===== src/core/kwdt_map.vh =====
`ifndef KWDT_MAP_VH
`define KWDT_MAP_VH

// Register byte offsets on the APB bus
`define KWDT_OFS_KEY      12'h000
`define KWDT_OFS_STATE    12'h004
`define KWDT_OFS_IRQ_STAT 12'h008
`define KWDT_OFS_IRQ_MASK 12'h00c
`define KWDT_OFS_OVF_CNT  12'h010
`define KWDT_OFS_LAST_KEY 12'h014

// State register fields
`define KWDT_ST_CNT_LSB   0
`define KWDT_ST_CNT_MSB   8
`define KWDT_ST_RUN       9
`define KWDT_ST_PTR       10
`define KWDT_ST_ARMED     11

// Interrupt status and mask fields
`define KWDT_IRQ_OVF      0
`define KWDT_IRQ_REJECT   1
`define KWDT_IRQ_START    2
`define KWDT_IRQ_CLEAR    3
`define KWDT_IRQ_W        4

// Reset values
`define KWDT_RST_CNT      9'h000
`define KWDT_RST_MASK     4'h0
`define KWDT_RST_OVF_CNT  8'h00

// Key values and counter shape
`define KWDT_KEY_FIRST    4'h5
`define KWDT_KEY_SECOND   4'ha
`define KWDT_KEY_W        4
`define KWDT_CNT_W        9
`define KWDT_CNT_MAX      9'h1ff
`define KWDT_OVF_CNT_W    8
`define KWDT_OVF_CNT_MAX  8'hff

// Timing: bus clock and the counting tick
`define KWDT_PCLK_HZ      10000000
`define KWDT_TICK_HZ      256
// 10 MHz over 256 Hz, truncated, sized to the divider
`define KWDT_TICK_CYC     16'h9896
`define KWDT_DIV_W        16

`endif


===== src/core/kwdt_tbdiv.v =====
`timescale 1ns/1ps
`default_nettype none
`include "kwdt_map.vh"

module kwdt_tbdiv #(
  parameter [`KWDT_DIV_W-1:0] DIV = `KWDT_TICK_CYC
) (
  // Clock and reset
  input  wire                   pclk,
  input  wire                   presetn,
  // Divided tick
  output reg                    time_base_tap_256hz
);

  reg [`KWDT_DIV_W-1:0] phase_reg;

  // Free running: never restarted by a key, so a clear lands at any phase
  always @(posedge pclk or negedge presetn) begin
    if (!presetn) begin
      phase_reg           <= {`KWDT_DIV_W{1'b0}};
      time_base_tap_256hz <= 1'b0;
    end else if (phase_reg == DIV - 1'b1) begin
      phase_reg           <= {`KWDT_DIV_W{1'b0}};
      time_base_tap_256hz <= 1'b1;
    end else begin
      phase_reg           <= phase_reg + 1'b1;
      time_base_tap_256hz <= 1'b0;
    end
  end

endmodule // kwdt_tbdiv

`default_nettype wire


===== src/core/kwdt_key.v =====
`timescale 1ns/1ps
`default_nettype none
`include "kwdt_map.vh"

module kwdt_key (
  // Clock and reset
  input  wire                   pclk,
  input  wire                   presetn,
  // Key writes and overflow
  input  wire                   key_wr,
  input  wire [`KWDT_KEY_W-1:0] key_data,
  input  wire                   ovf,
  // Sequence state and results
  output reg                    key_ptr,
  output reg                    key_armed,
  output reg                    key_accept,
  output reg                    key_reject
);

  wire first_ok;
  wire second_ok;

  assign first_ok  = !key_ptr && (key_data == `KWDT_KEY_FIRST);
  assign second_ok = key_ptr && key_armed &&
                     (key_data == `KWDT_KEY_SECOND);

  always @(posedge pclk or negedge presetn) begin
    if (!presetn) begin
      key_ptr    <= 1'b0;
      key_armed  <= 1'b0;
      key_accept <= 1'b0;
      key_reject <= 1'b0;
    end else if (ovf) begin
      // Overflow wins over a write in the same cycle
      key_ptr    <= 1'b0;
      key_armed  <= 1'b0;
      key_accept <= 1'b0;
      key_reject <= key_wr;
    end else if (key_wr) begin
      key_ptr    <= ~key_ptr;
      key_armed  <= first_ok;
      key_accept <= second_ok;
      key_reject <= !(first_ok || second_ok);
    end else begin
      key_accept <= 1'b0;
      key_reject <= 1'b0;
    end
  end

endmodule // kwdt_key

`default_nettype wire


===== src/core/kwdt_top.v =====
`timescale 1ns/1ps
`default_nettype none
`include "kwdt_map.vh"


module kwdt_top #(
  parameter [`KWDT_DIV_W-1:0] TICK_DIV = `KWDT_TICK_CYC
) (
  // Clock and reset
  input  wire                   pclk,
  input  wire                   presetn,
  // APB slave
  input  wire                   psel,
  input  wire                   penable,
  input  wire                   pwrite,
  input  wire [11:0]            paddr,
  input  wire [31:0]            pwdata,
  input  wire [3:0]             pstrb,
  output reg  [31:0]            prdata,
  output reg                    pready,
  output reg                    pslverr,
  // Watchdog outputs
  output reg                    guard_overflow_irq,
  output reg                    guard_running,
  // Maskable event interrupt
  output reg                    irq
);

  // Counter state
  reg  [`KWDT_CNT_W-1:0]     guard_counter;
  reg                        run_reg;

  // Interrupt state
  reg  [`KWDT_IRQ_W-1:0]     irq_stat_reg;
  wire [`KWDT_IRQ_W-1:0]     irq_stat_next;
  reg  [`KWDT_IRQ_W-1:0]     irq_mask_reg;
  reg  [`KWDT_IRQ_W-1:0]     irq_mask_next;
  wire [`KWDT_IRQ_W-1:0]     irq_event;

  // Diagnostic state
  reg  [`KWDT_OVF_CNT_W-1:0] ovf_cnt_reg;
  reg  [`KWDT_KEY_W-1:0]     last_key_reg;
  reg                        last_ptr_reg;

  // Bus decode
  wire                       bus_setup;
  wire                       bus_done;
  wire                       bus_wr;
  wire                       aligned;
  wire                       hit_key;
  wire                       hit_state;
  wire                       hit_stat;
  wire                       hit_mask;
  wire                       hit_ovf;
  wire                       hit_last;
  wire                       hit_any;
  wire                       lane0;
  reg  [31:0]                rd_mux;

  // Sub-block links
  wire                       time_base_tap_256hz;
  wire                       key_wr;
  wire                       key_ptr;
  wire                       key_armed;
  wire                       key_accept;
  wire                       key_reject;
  wire                       at_max;
  wire                       ovf_evt;

  assign bus_setup = psel && !penable;
  assign bus_done  = psel && penable && pready;
  assign bus_wr    = bus_done && pwrite;
  assign aligned   = (paddr[1:0] == 2'b00);
  assign lane0     = pstrb[0];

  assign hit_key   = aligned && (paddr == `KWDT_OFS_KEY);
  assign hit_state = aligned && (paddr == `KWDT_OFS_STATE);
  assign hit_stat  = aligned && (paddr == `KWDT_OFS_IRQ_STAT);
  assign hit_mask  = aligned && (paddr == `KWDT_OFS_IRQ_MASK);
  assign hit_ovf   = aligned && (paddr == `KWDT_OFS_OVF_CNT);
  assign hit_last  = aligned && (paddr == `KWDT_OFS_LAST_KEY);
  assign hit_any   = hit_key || hit_state || hit_stat ||
                     hit_mask || hit_ovf || hit_last;

  // Only the low byte lane carries the key nibble
  assign key_wr = bus_wr && hit_key && lane0;

  // Divider: 10 MHz down to the counting tick
  kwdt_tbdiv #(
    .DIV                 (TICK_DIV)
  ) u_time_base_divider (
    .pclk                (pclk),
    .presetn             (presetn),
    .time_base_tap_256hz (time_base_tap_256hz)
  );

  // Two-write key sequence and pointer
  kwdt_key u_key (
    .pclk       (pclk),
    .presetn    (presetn),
    .key_wr     (key_wr),
    .key_data   (pwdata[`KWDT_KEY_W-1:0]),
    .ovf        (ovf_evt),
    .key_ptr    (key_ptr),
    .key_armed  (key_armed),
    .key_accept (key_accept),
    .key_reject (key_reject)
  );

  // Overflow only on a real wrap; a clear in the same cycle wins
  assign at_max  = (guard_counter == `KWDT_CNT_MAX);
  assign ovf_evt = run_reg && time_base_tap_256hz && at_max &&
                   !key_accept;

  // The divider is never resynchronised to a clear, so the first
  // interval after it can lose up to one tick of the 512
  always @(posedge pclk or negedge presetn) begin
    if (!presetn) begin
      guard_counter <= `KWDT_RST_CNT;
      run_reg       <= 1'b0;
    end else if (key_accept) begin
      guard_counter <= `KWDT_RST_CNT;
      run_reg       <= 1'b1;
    end else if (run_reg && time_base_tap_256hz) begin
      // Wraps to zero and keeps going after overflow
      guard_counter <= guard_counter + 1'b1;
    end
  end

  // Events feeding the sticky status bits
  assign irq_event[`KWDT_IRQ_OVF]    = ovf_evt;
  assign irq_event[`KWDT_IRQ_REJECT] = key_reject;
  assign irq_event[`KWDT_IRQ_START]  = key_accept && !run_reg;
  assign irq_event[`KWDT_IRQ_CLEAR]  = key_accept && run_reg;

  // Write one to clear; an event in the same cycle keeps the bit set
  genvar gi;
  generate
    for (gi = 0; gi < `KWDT_IRQ_W; gi = gi + 1) begin : g_stat
      assign irq_stat_next[gi] = irq_event[gi] ||
        (irq_stat_reg[gi] &&
         !(bus_wr && hit_stat && lane0 && pwdata[gi]));
    end
  endgenerate

  always @* begin
    irq_mask_next = irq_mask_reg;
    if (bus_wr && hit_mask && lane0) begin
      irq_mask_next = pwdata[`KWDT_IRQ_W-1:0];
    end
  end

  always @(posedge pclk or negedge presetn) begin
    if (!presetn) begin
      irq_stat_reg <= {`KWDT_IRQ_W{1'b0}};
      irq_mask_reg <= `KWDT_RST_MASK;
    end else begin
      irq_stat_reg <= irq_stat_next;
      irq_mask_reg <= irq_mask_next;
    end
  end

  // Watchdog line ignores the mask entirely; it stays up until
  // software clears the overflow status bit
  always @(posedge pclk or negedge presetn) begin
    if (!presetn) begin
      guard_overflow_irq <= 1'b0;
      irq                <= 1'b0;
      guard_running      <= 1'b0;
    end else begin
      guard_overflow_irq <= irq_stat_next[`KWDT_IRQ_OVF];
      irq                <= |(irq_stat_next & irq_mask_next);
      guard_running      <= run_reg || key_accept;
    end
  end

  // Overflow tally saturates; a write with byte lane 0 clears it unless an
  // overflow lands in the same cycle
  always @(posedge pclk or negedge presetn) begin
    if (!presetn) begin
      ovf_cnt_reg <= `KWDT_RST_OVF_CNT;
    end else if (ovf_evt) begin
      if (ovf_cnt_reg != `KWDT_OVF_CNT_MAX) begin
        ovf_cnt_reg <= ovf_cnt_reg + 1'b1;
      end
    end else if (bus_wr && hit_ovf && lane0) begin
      ovf_cnt_reg <= `KWDT_RST_OVF_CNT;
    end
  end

  // Last key written and the pointer it met, for post-mortem reads
  always @(posedge pclk or negedge presetn) begin
    if (!presetn) begin
      last_key_reg <= {`KWDT_KEY_W{1'b0}};
      last_ptr_reg <= 1'b0;
    end else if (key_wr) begin
      last_key_reg <= pwdata[`KWDT_KEY_W-1:0];
      last_ptr_reg <= key_ptr;
    end
  end

  // Read mux; the key register reads as zero
  always @* begin
    rd_mux = 32'h0000_0000;
    if (hit_state) begin
      rd_mux[`KWDT_ST_CNT_MSB:`KWDT_ST_CNT_LSB] = guard_counter;
      rd_mux[`KWDT_ST_RUN]   = run_reg;
      rd_mux[`KWDT_ST_PTR]   = key_ptr;
      rd_mux[`KWDT_ST_ARMED] = key_armed;
    end else if (hit_stat) begin
      rd_mux[`KWDT_IRQ_W-1:0] = irq_stat_reg;
    end else if (hit_mask) begin
      rd_mux[`KWDT_IRQ_W-1:0] = irq_mask_reg;
    end else if (hit_ovf) begin
      rd_mux[`KWDT_OVF_CNT_W-1:0] = ovf_cnt_reg;
    end else if (hit_last) begin
      rd_mux[`KWDT_KEY_W-1:0] = last_key_reg;
      rd_mux[`KWDT_KEY_W]     = last_ptr_reg;
    end
  end

  // One wait-free access phase: the answer is prepared in the setup
  // cycle so every bus output comes straight from a flop
  always @(posedge pclk or negedge presetn) begin
    if (!presetn) begin
      prdata  <= 32'h0000_0000;
      pready  <= 1'b0;
      pslverr <= 1'b0;
    end else if (bus_setup) begin
      prdata  <= pwrite ? 32'h0000_0000 : rd_mux;
      pready  <= 1'b1;
      pslverr <= !hit_any;
    end else begin
      prdata  <= 32'h0000_0000;
      pready  <= 1'b0;
      pslverr <= 1'b0;
    end
  end

endmodule // kwdt_top

`default_nettype wire


===== config.mk =====
export PLATFORM = sky130hd
export DESIGN_NAME = kwdt_top
export DESIGN_NICKNAME = d
export VERILOG_FILES = /design/src/core/kwdt_tbdiv.v /design/src/core/kwdt_key.v /design/src/core/kwdt_top.v
export VERILOG_INCLUDE_DIRS = /design/src /design/src/core
export SDC_FILE = /design/constraint.sdc
export NUM_CORES = 1
export LEC_CHECK = 0
export ABC_CLOCK_PERIOD_IN_PS = 4820
export BUFFER_PORTS_ARGS = -buffer_cell sky130_fd_sc_hd__buf_2
export CORE_MARGIN = 2
export CORE_UTILIZATION = 48
export DETAILED_ROUTE_END_ITERATION = 10
export PLACE_DENSITY = 0.81
export SLEW_MARGIN = 30
export SYNTH_ARGS = -nofsm -noshare
export SYNTH_HDL_FRONTEND = slang
export SYNTH_HIERARCHICAL = 1
export SYNTH_SLANG_ARGS = --single-unit
export TNS_END_PERCENT = 5

===== constraint.sdc =====
create_clock -name pclk -period 4.82 [get_ports pclk]
set_input_delay 0.723 -clock pclk [delete_from_list [all_inputs] [get_ports pclk]]
set_output_delay 0.723 -clock pclk [all_outputs]
set_load 0.01 [all_outputs]

# Word level (Yosys, flattened, before mapping)
# Index checks and enable logic that the tools add are counted.
[word_totals]
register_bits = 89
output_inout_bits = 37
word_cells = 126
[classes]
add_sub_neg = 3
eq_ne = 11
muxes = 29
n_bitwise = 2
n_reduce_logical = 62
[op_table]
columns = ["operator", "n"]
rows = [
  ["$logic_and 1x1->1", 34],
  ["$mux 8", 4],
  ["$eq 12x4->1 const B", 2],
  ["$eq 12x5->1 const B", 2],
  ["$mux 12", 2],
  ["$mux 4", 6],
  ["$mux 9", 2],
  ["$add 16x1->16 const B", 1],
  ["$eq 16x16->1 const B", 1],
  ["$mux 16", 1],
  ["$eq 12x3->1 const B", 1],
  ["$logic_not 12->1", 1],
  ["$logic_or 1x1->1", 11],
  ["$mux 1", 11],
  ["$logic_not 1->1", 10],
  ["$mux 5", 2],
  ["$add 9x1->9 const B", 1],
  ["$eq 9x9->1 const B", 1],
  ["$add 8x1->8 const B", 1],
  ["$ne 8x8->1 const B", 1],
  ["$reduce_bool 2->1", 3],
  ["$and 4x4->4", 1],
  ["$eq 4x3->1 const B", 1],
  ["$eq 4x4->1 const B", 1],
  ["other kinds (6)", 6],
]

# Depth between registers and ports, before layout
[logic_depth]
word_depth = 11
depth_mapped = 9
ltp_nobuf = 9

# Modules after synthesis
# The synthesis kept the hierarchy.
[by_module_without_submodules]
columns = ["module", "instances", "cells_per_inst", "area_per_inst_um2", "seq_area_each_um2"]
rows = [
  ["kwdt_top", 1, 246, 2459.9, 1176.1],
  ["kwdt_tbdiv", 1, 75, 805.8, 425.4],
  ["kwdt_key", 1, 16, 187.7, 100.1],
]

# Least setup slack after synthesis
# No wires, ideal clock.
[synth_timing]
kind = "input to register"
startpoint = "input paddr[1]"
endpoint = "register u_key.key_armed"
setup_time_ns = 0.123
t_arrival_ns = 2.076
required_ns = 4.697
slack_ns = 2.621
cell_stages = 5
path_cell_list = "nor3_1 nand3_1 nor3_1 inv_1 mux2i_1"
[synth_via]
elab_chain_cells = 5
[synth_rtl]
columns = ["item", "line", "source"]
rows = [
  ["from (decl)", "kwdt_top.v:16", "input wire [11:0] paddr,"],
  ["$logic_not 12->1 (no source line) or $logic_not 2->1 (tied branches)", "n/a", ""],
  ["$logic_and 1x1->1 *", "kwdt_top.v:76", "assign hit_key = aligned && (paddr == `KWDT_OFS_KEY);"],
  ["$logic_and 1x1->1 * (2 in a row)", "kwdt_top.v:86", "assign key_wr = bus_wr && hit_key && lane0;"],
  ["net key_wr", "kwdt_top.v:62", "wire key_wr;"],
  ["$reduce_bool 2->1 (no source line) *", "n/a", ""],
  ["to (signal assigned)", "kwdt_key.v:41", "key_armed <= first_ok;"],
  ["to (decl)", "kwdt_key.v:15", "output reg key_armed,"],
]
# Mark *: on every way through the listed nets, which the timed path passes. The rest lies on a longest branch.
# A chain may end at the register's enable or synchronous reset.

# Worst setup path after layout
[layout_timing]
startpoint = "register guard_counter[0]"
endpoint = "register u_key.key_reject"
[layout_via]
elab_chain_cells = 4
[layout_rtl]
columns = ["item", "line", "source"]
rows = [
  ["from (decl)", "kwdt_top.v:30", "reg [`KWDT_CNT_W-1:0] guard_counter;"],
  ["from (signal assigned)", "kwdt_top.v:119", "guard_counter <= `KWDT_RST_CNT;"],
  ["from (signal assigned)", "kwdt_top.v:122", "guard_counter <= `KWDT_RST_CNT;"],
  ["from (signal assigned)", "kwdt_top.v:126", "guard_counter <= guard_counter + 1'b1;"],
  ["$eq 9x9->1 (no source line)", "n/a", ""],
  ["$logic_and 1x1->1 (2 in a row)", "kwdt_top.v:112", "assign ovf_evt = run_reg && time_base_tap_256hz && at_max &&"],
  ["net ovf_evt", "kwdt_top.v:68", "wire ovf_evt;"],
  ["$mux 1", "kwdt_key.v:33", "end else if (ovf) begin"],
  ["to (signal assigned)", "kwdt_key.v:38", "key_reject <= key_wr;"],
  ["to (signal assigned)", "kwdt_key.v:43", "key_reject <= !(first_ok || second_ok);"],
  ["to (decl)", "kwdt_key.v:17", "output reg key_reject"],
]
# The timed path passes the listed nets, and every way through them passes these cells.

==> impl_metrics.env <==
export IMPL_run_status="finished, final reports clean"
export IMPL_drt_first_iter_violations=170
export IMPL_critical_path_peak_fanout=6
export IMPL_die_y_microns=88.82
export IMPL_cellPowerDensity_mw_per_mm2=283.6
export IMPL_clock_power_share_pct=43.7
export IMPL_ant_nets=0
export IMPL_num_ports=90
export IMPL_detail_route_wirelength_microns=6677
export IMPL_first_pass_grt_wire_length_microns=11390
export IMPL_grt_total_usage_pct=19.02
export IMPL_area_of_the_core_sq_mm=0.006869
export IMPL_post_route_cells_drive_above_1_share_pct=20.63
export IMPL_unrepaired_setup_endpoints_after_global_routing="no"
export IMPL_final_max_slew_viol_count=0
export IMPL_overflow=0
export IMPL_timing_fmax_mhz=407.8
export IMPL_sinks_on_the_clock_net=68
export IMPL_cts_path_max_buffers=2
export IMPL_largest_reg_flops=16
export IMPL_antenna_diode_count=0
export IMPL_timing_max_cap_violations=0
export IMPL_preCtsSetupSlack_ns=2.098
export IMPL_grt_pass1_vias=2431
export IMPL_synthArstFlopShare_pct=100.0
export IMPL_setup_worst_path_end_class="flip-flop"
export IMPL_leakagePower_nw=1.883
export IMPL_cellInternalPower_mw=0.8488
export IMPL_post_route_cell_area_sq_mm=0.003864
export IMPL_leading_cell_types_in_the_layout_fill_and_taps_excluded="68 x dfrtp_1, 38 x nand2_1, 38 x buf_2"
export IMPL_layout_commonest_cell="dfrtp_1"
export IMPL_power_frac_seq_pct=52.2
export IMPL_detailed_place_area_sq_mm=0.003656
export IMPL_yosys_register_bits=68
export IMPL_chip_width_microns=88.82
export IMPL_setup_fix_buffers_added_after_clock_tree_synthesis=0
export IMPL_synth_enable_flop_cells=0
export IMPL_numPortBuffers=38
export IMPL_grt_start_max_net_pins=69
export IMPL_crit_path_start_kind="flip-flop"
export IMPL_cts_buffer_count=9
export IMPL_cts_htree_levels=3
export IMPL_postSynth_topFlopCell="dfrtp_1"
export IMPL_cts_tree="done"
export IMPL_setup_total_negative_slack_ns=0
export IMPL_clockRootBuffer="clkbuf_8"
export IMPL_multiInputGateArea_sq_mm=0.001593
export IMPL_syn_avg_cell_area_sq_um=10.25
export IMPL_timing_hold_worst_class="flip-flop to flip-flop"
export IMPL_antenna_violations_before_repair=0
export IMPL_mappedNetlistArea_sq_mm=0.003453
export IMPL_power_switching_fraction_pct=22.54
export IMPL_first_pass_iters=5
export IMPL_clock_insertion_delay_worst_skew_ns=0.35
export IMPL_final_hold_violation_count=0
export IMPL_max_slew_worst_pin_slew_ns=0.8108
export IMPL_avgRoutedWirePerCell_microns=13.94
export IMPL_clock_skew_final_ns=0.007720
export IMPL_layout_area_seq_sq_mm=0.001702
export IMPL_period_share_pct=50.88
export IMPL_quantity_of_hold_fixing_buffers_added_after_cts=0
export IMPL_total_die_area_sq_mm=0.007889
export IMPL_setup_worst_path_class="flip-flop to flip-flop"
export IMPL_ys_warnings_count=6
export IMPL_resize_count_post_cts=0
export IMPL_route_detailed_vias_per_inst=5.344
export IMPL_area_delta_synth_final_pct=11.88
export IMPL_power_switching_mw=0.2469
export IMPL_critical_path_arrival_ns=2.69
export IMPL_effective_utilization_at_floorplan_pct=50.27
export IMPL_power_frac_comb_pct=4.1
export IMPL_clk_pin_slew_worst_paths_ns=0.07
export IMPL_std_cell_rows=30
export IMPL_route_vias_total=2560
export IMPL_route_detailed_drc=0
export IMPL_min_period_ns=2.452
export IMPL_fin_ws_ns=2.368
export IMPL_synthCells=337
export IMPL_layout_filler_cells=598
export IMPL_holdWs_ns=0.4661
export IMPL_synth_distinct_cells=55
export IMPL_finalPower_mw=1.096
export IMPL_number_of_nets_in_the_layout=436
export IMPL_data_required_time_of_the_worst_path_ns=5.06
export IMPL_slew_headroom_pct=45.95
export IMPL_synth_yosys_seq_area_share_pct=49.28
export IMPL_dp_hpwl_microns=4717
export IMPL_routability_congestion_estimate_from_global_placement=0.8367
export IMPL_report_final_setup_viol=0
export IMPL_vdd_ir_drop_max_v=0.0001456
power by group through the flow:
stage | clock (mW) | sequential [mW] | combinational [mW]
after floorplan | 0 | 0.583 | 0.0300
after global placement | 0 | 0.582 | 0.0442
after detailed placement | 0 | 0.582 | 0.0449
after CTS | 0.488 | 0.572 | 0.0450
after global routing | 0.517 | 0.571 | 0.0508
final | 0.479 | 0.572 | 0.0447
critical path: stages (launching register included):
cell and delay, ns:
dfrtp_1 0.42, ha_1 0.24, nand3_1 0.09, nor2_1 0.04, ha_1 0.18, nand4b_1 0.24
inv_1 0.23, nand2b_4 0.19, or4_4 0.51, and3_1 0.20
stage by stage:
| stage | util [%] | instances |
|---|---|---|
| finish | 56.25 | 479 |
| global route | 56.25 | 479 |
| CTS | 56.17 | 479 |
| detailed placement | 53.22 | 463 |
| global placement | 53.22 | 463 |
| floorplan | - | 356 |
cell families (layout without fill, tap and decap cells):
family | Yosys count | after routing | synth area share (%)
AO/OA/AOI/OAI | 34 | 34 | 7.645
flip-flops | 68 | 68 | 49.28
buffers and inverters | 40 | 67 | 6.811
adder cells (fa/ha/maj) | 5 | 5 | 1.812
other | 1 | 20 | 0.1086
multiplexers | 9 | 9 | 2.971
XOR/XNOR | 24 | 24 | 6.087
AND/OR/NAND/NOR | 156 | 156 | 25.29
worst paths after layout:
kind	end	slack, ns	cells after the start	from
setup / recovery	u_key/key_reject$_DFF_PN0_	2.37	9	guard_counter[0]$_DFFE_PN0P_
hold / removal	last_key_reg[2]$_DFFE_PN0P_	0.47	2	last_key_reg[2]$_DFFE_PN0P_
setup reg to reg	u_key/key_reject$_DFF_PN0_	2.37	9	guard_counter[0]$_DFFE_PN0P_
hold reg to reg	last_key_reg[2]$_DFFE_PN0P_	0.47	2	last_key_reg[2]$_DFFE_PN0P_
max in group asynchronous	guard_counter[0]$_DFFE_PN0P_	3.74	2	presetn
min in group asynchronous	ovf_cnt_reg[3]$_DFFE_PN0P_	0.54	2	presetn
area by class of cell:
class                   instances  area share (%)
clock buffers                  12           4.016
clock inverters                 4           1.231
inverters                      11           1.069
multi-input cells             248           41.22
flip-flops and latches         68           44.04
well taps                      96           3.109
repair buffers                 40           5.311
metal layers:
metal | track usage, % | part of all wire [%]
met4 | 5.923 | 1.6
met3 | 7.090 | 5.0
met1 | 23.52 | 44
met2 | 31.00 | 50
met5 | 0 | 0
synthesized netlist by cell type, drive strengths merged, types with 6 or more instances:
cell type | instances | share of area (%)
mux2 | 7 | 2.4
nand2 | 38 | 4.1
xnor2 | 11 | 2.8
nand4 | 10 | 2.0
nand3 | 11 | 1.6
nor4 | 6 | 2.0
and3 | 13 | 2.4
xor2 | 13 | 3.3
nand2b | 9 | 1.8
dfrtp | 68 | 49
buf | 25 | 5.2
nor2 | 35 | 3.8
inv | 11 | 1.2
nor3 | 7 | 1.0
(Power assumes the default switching activity.)
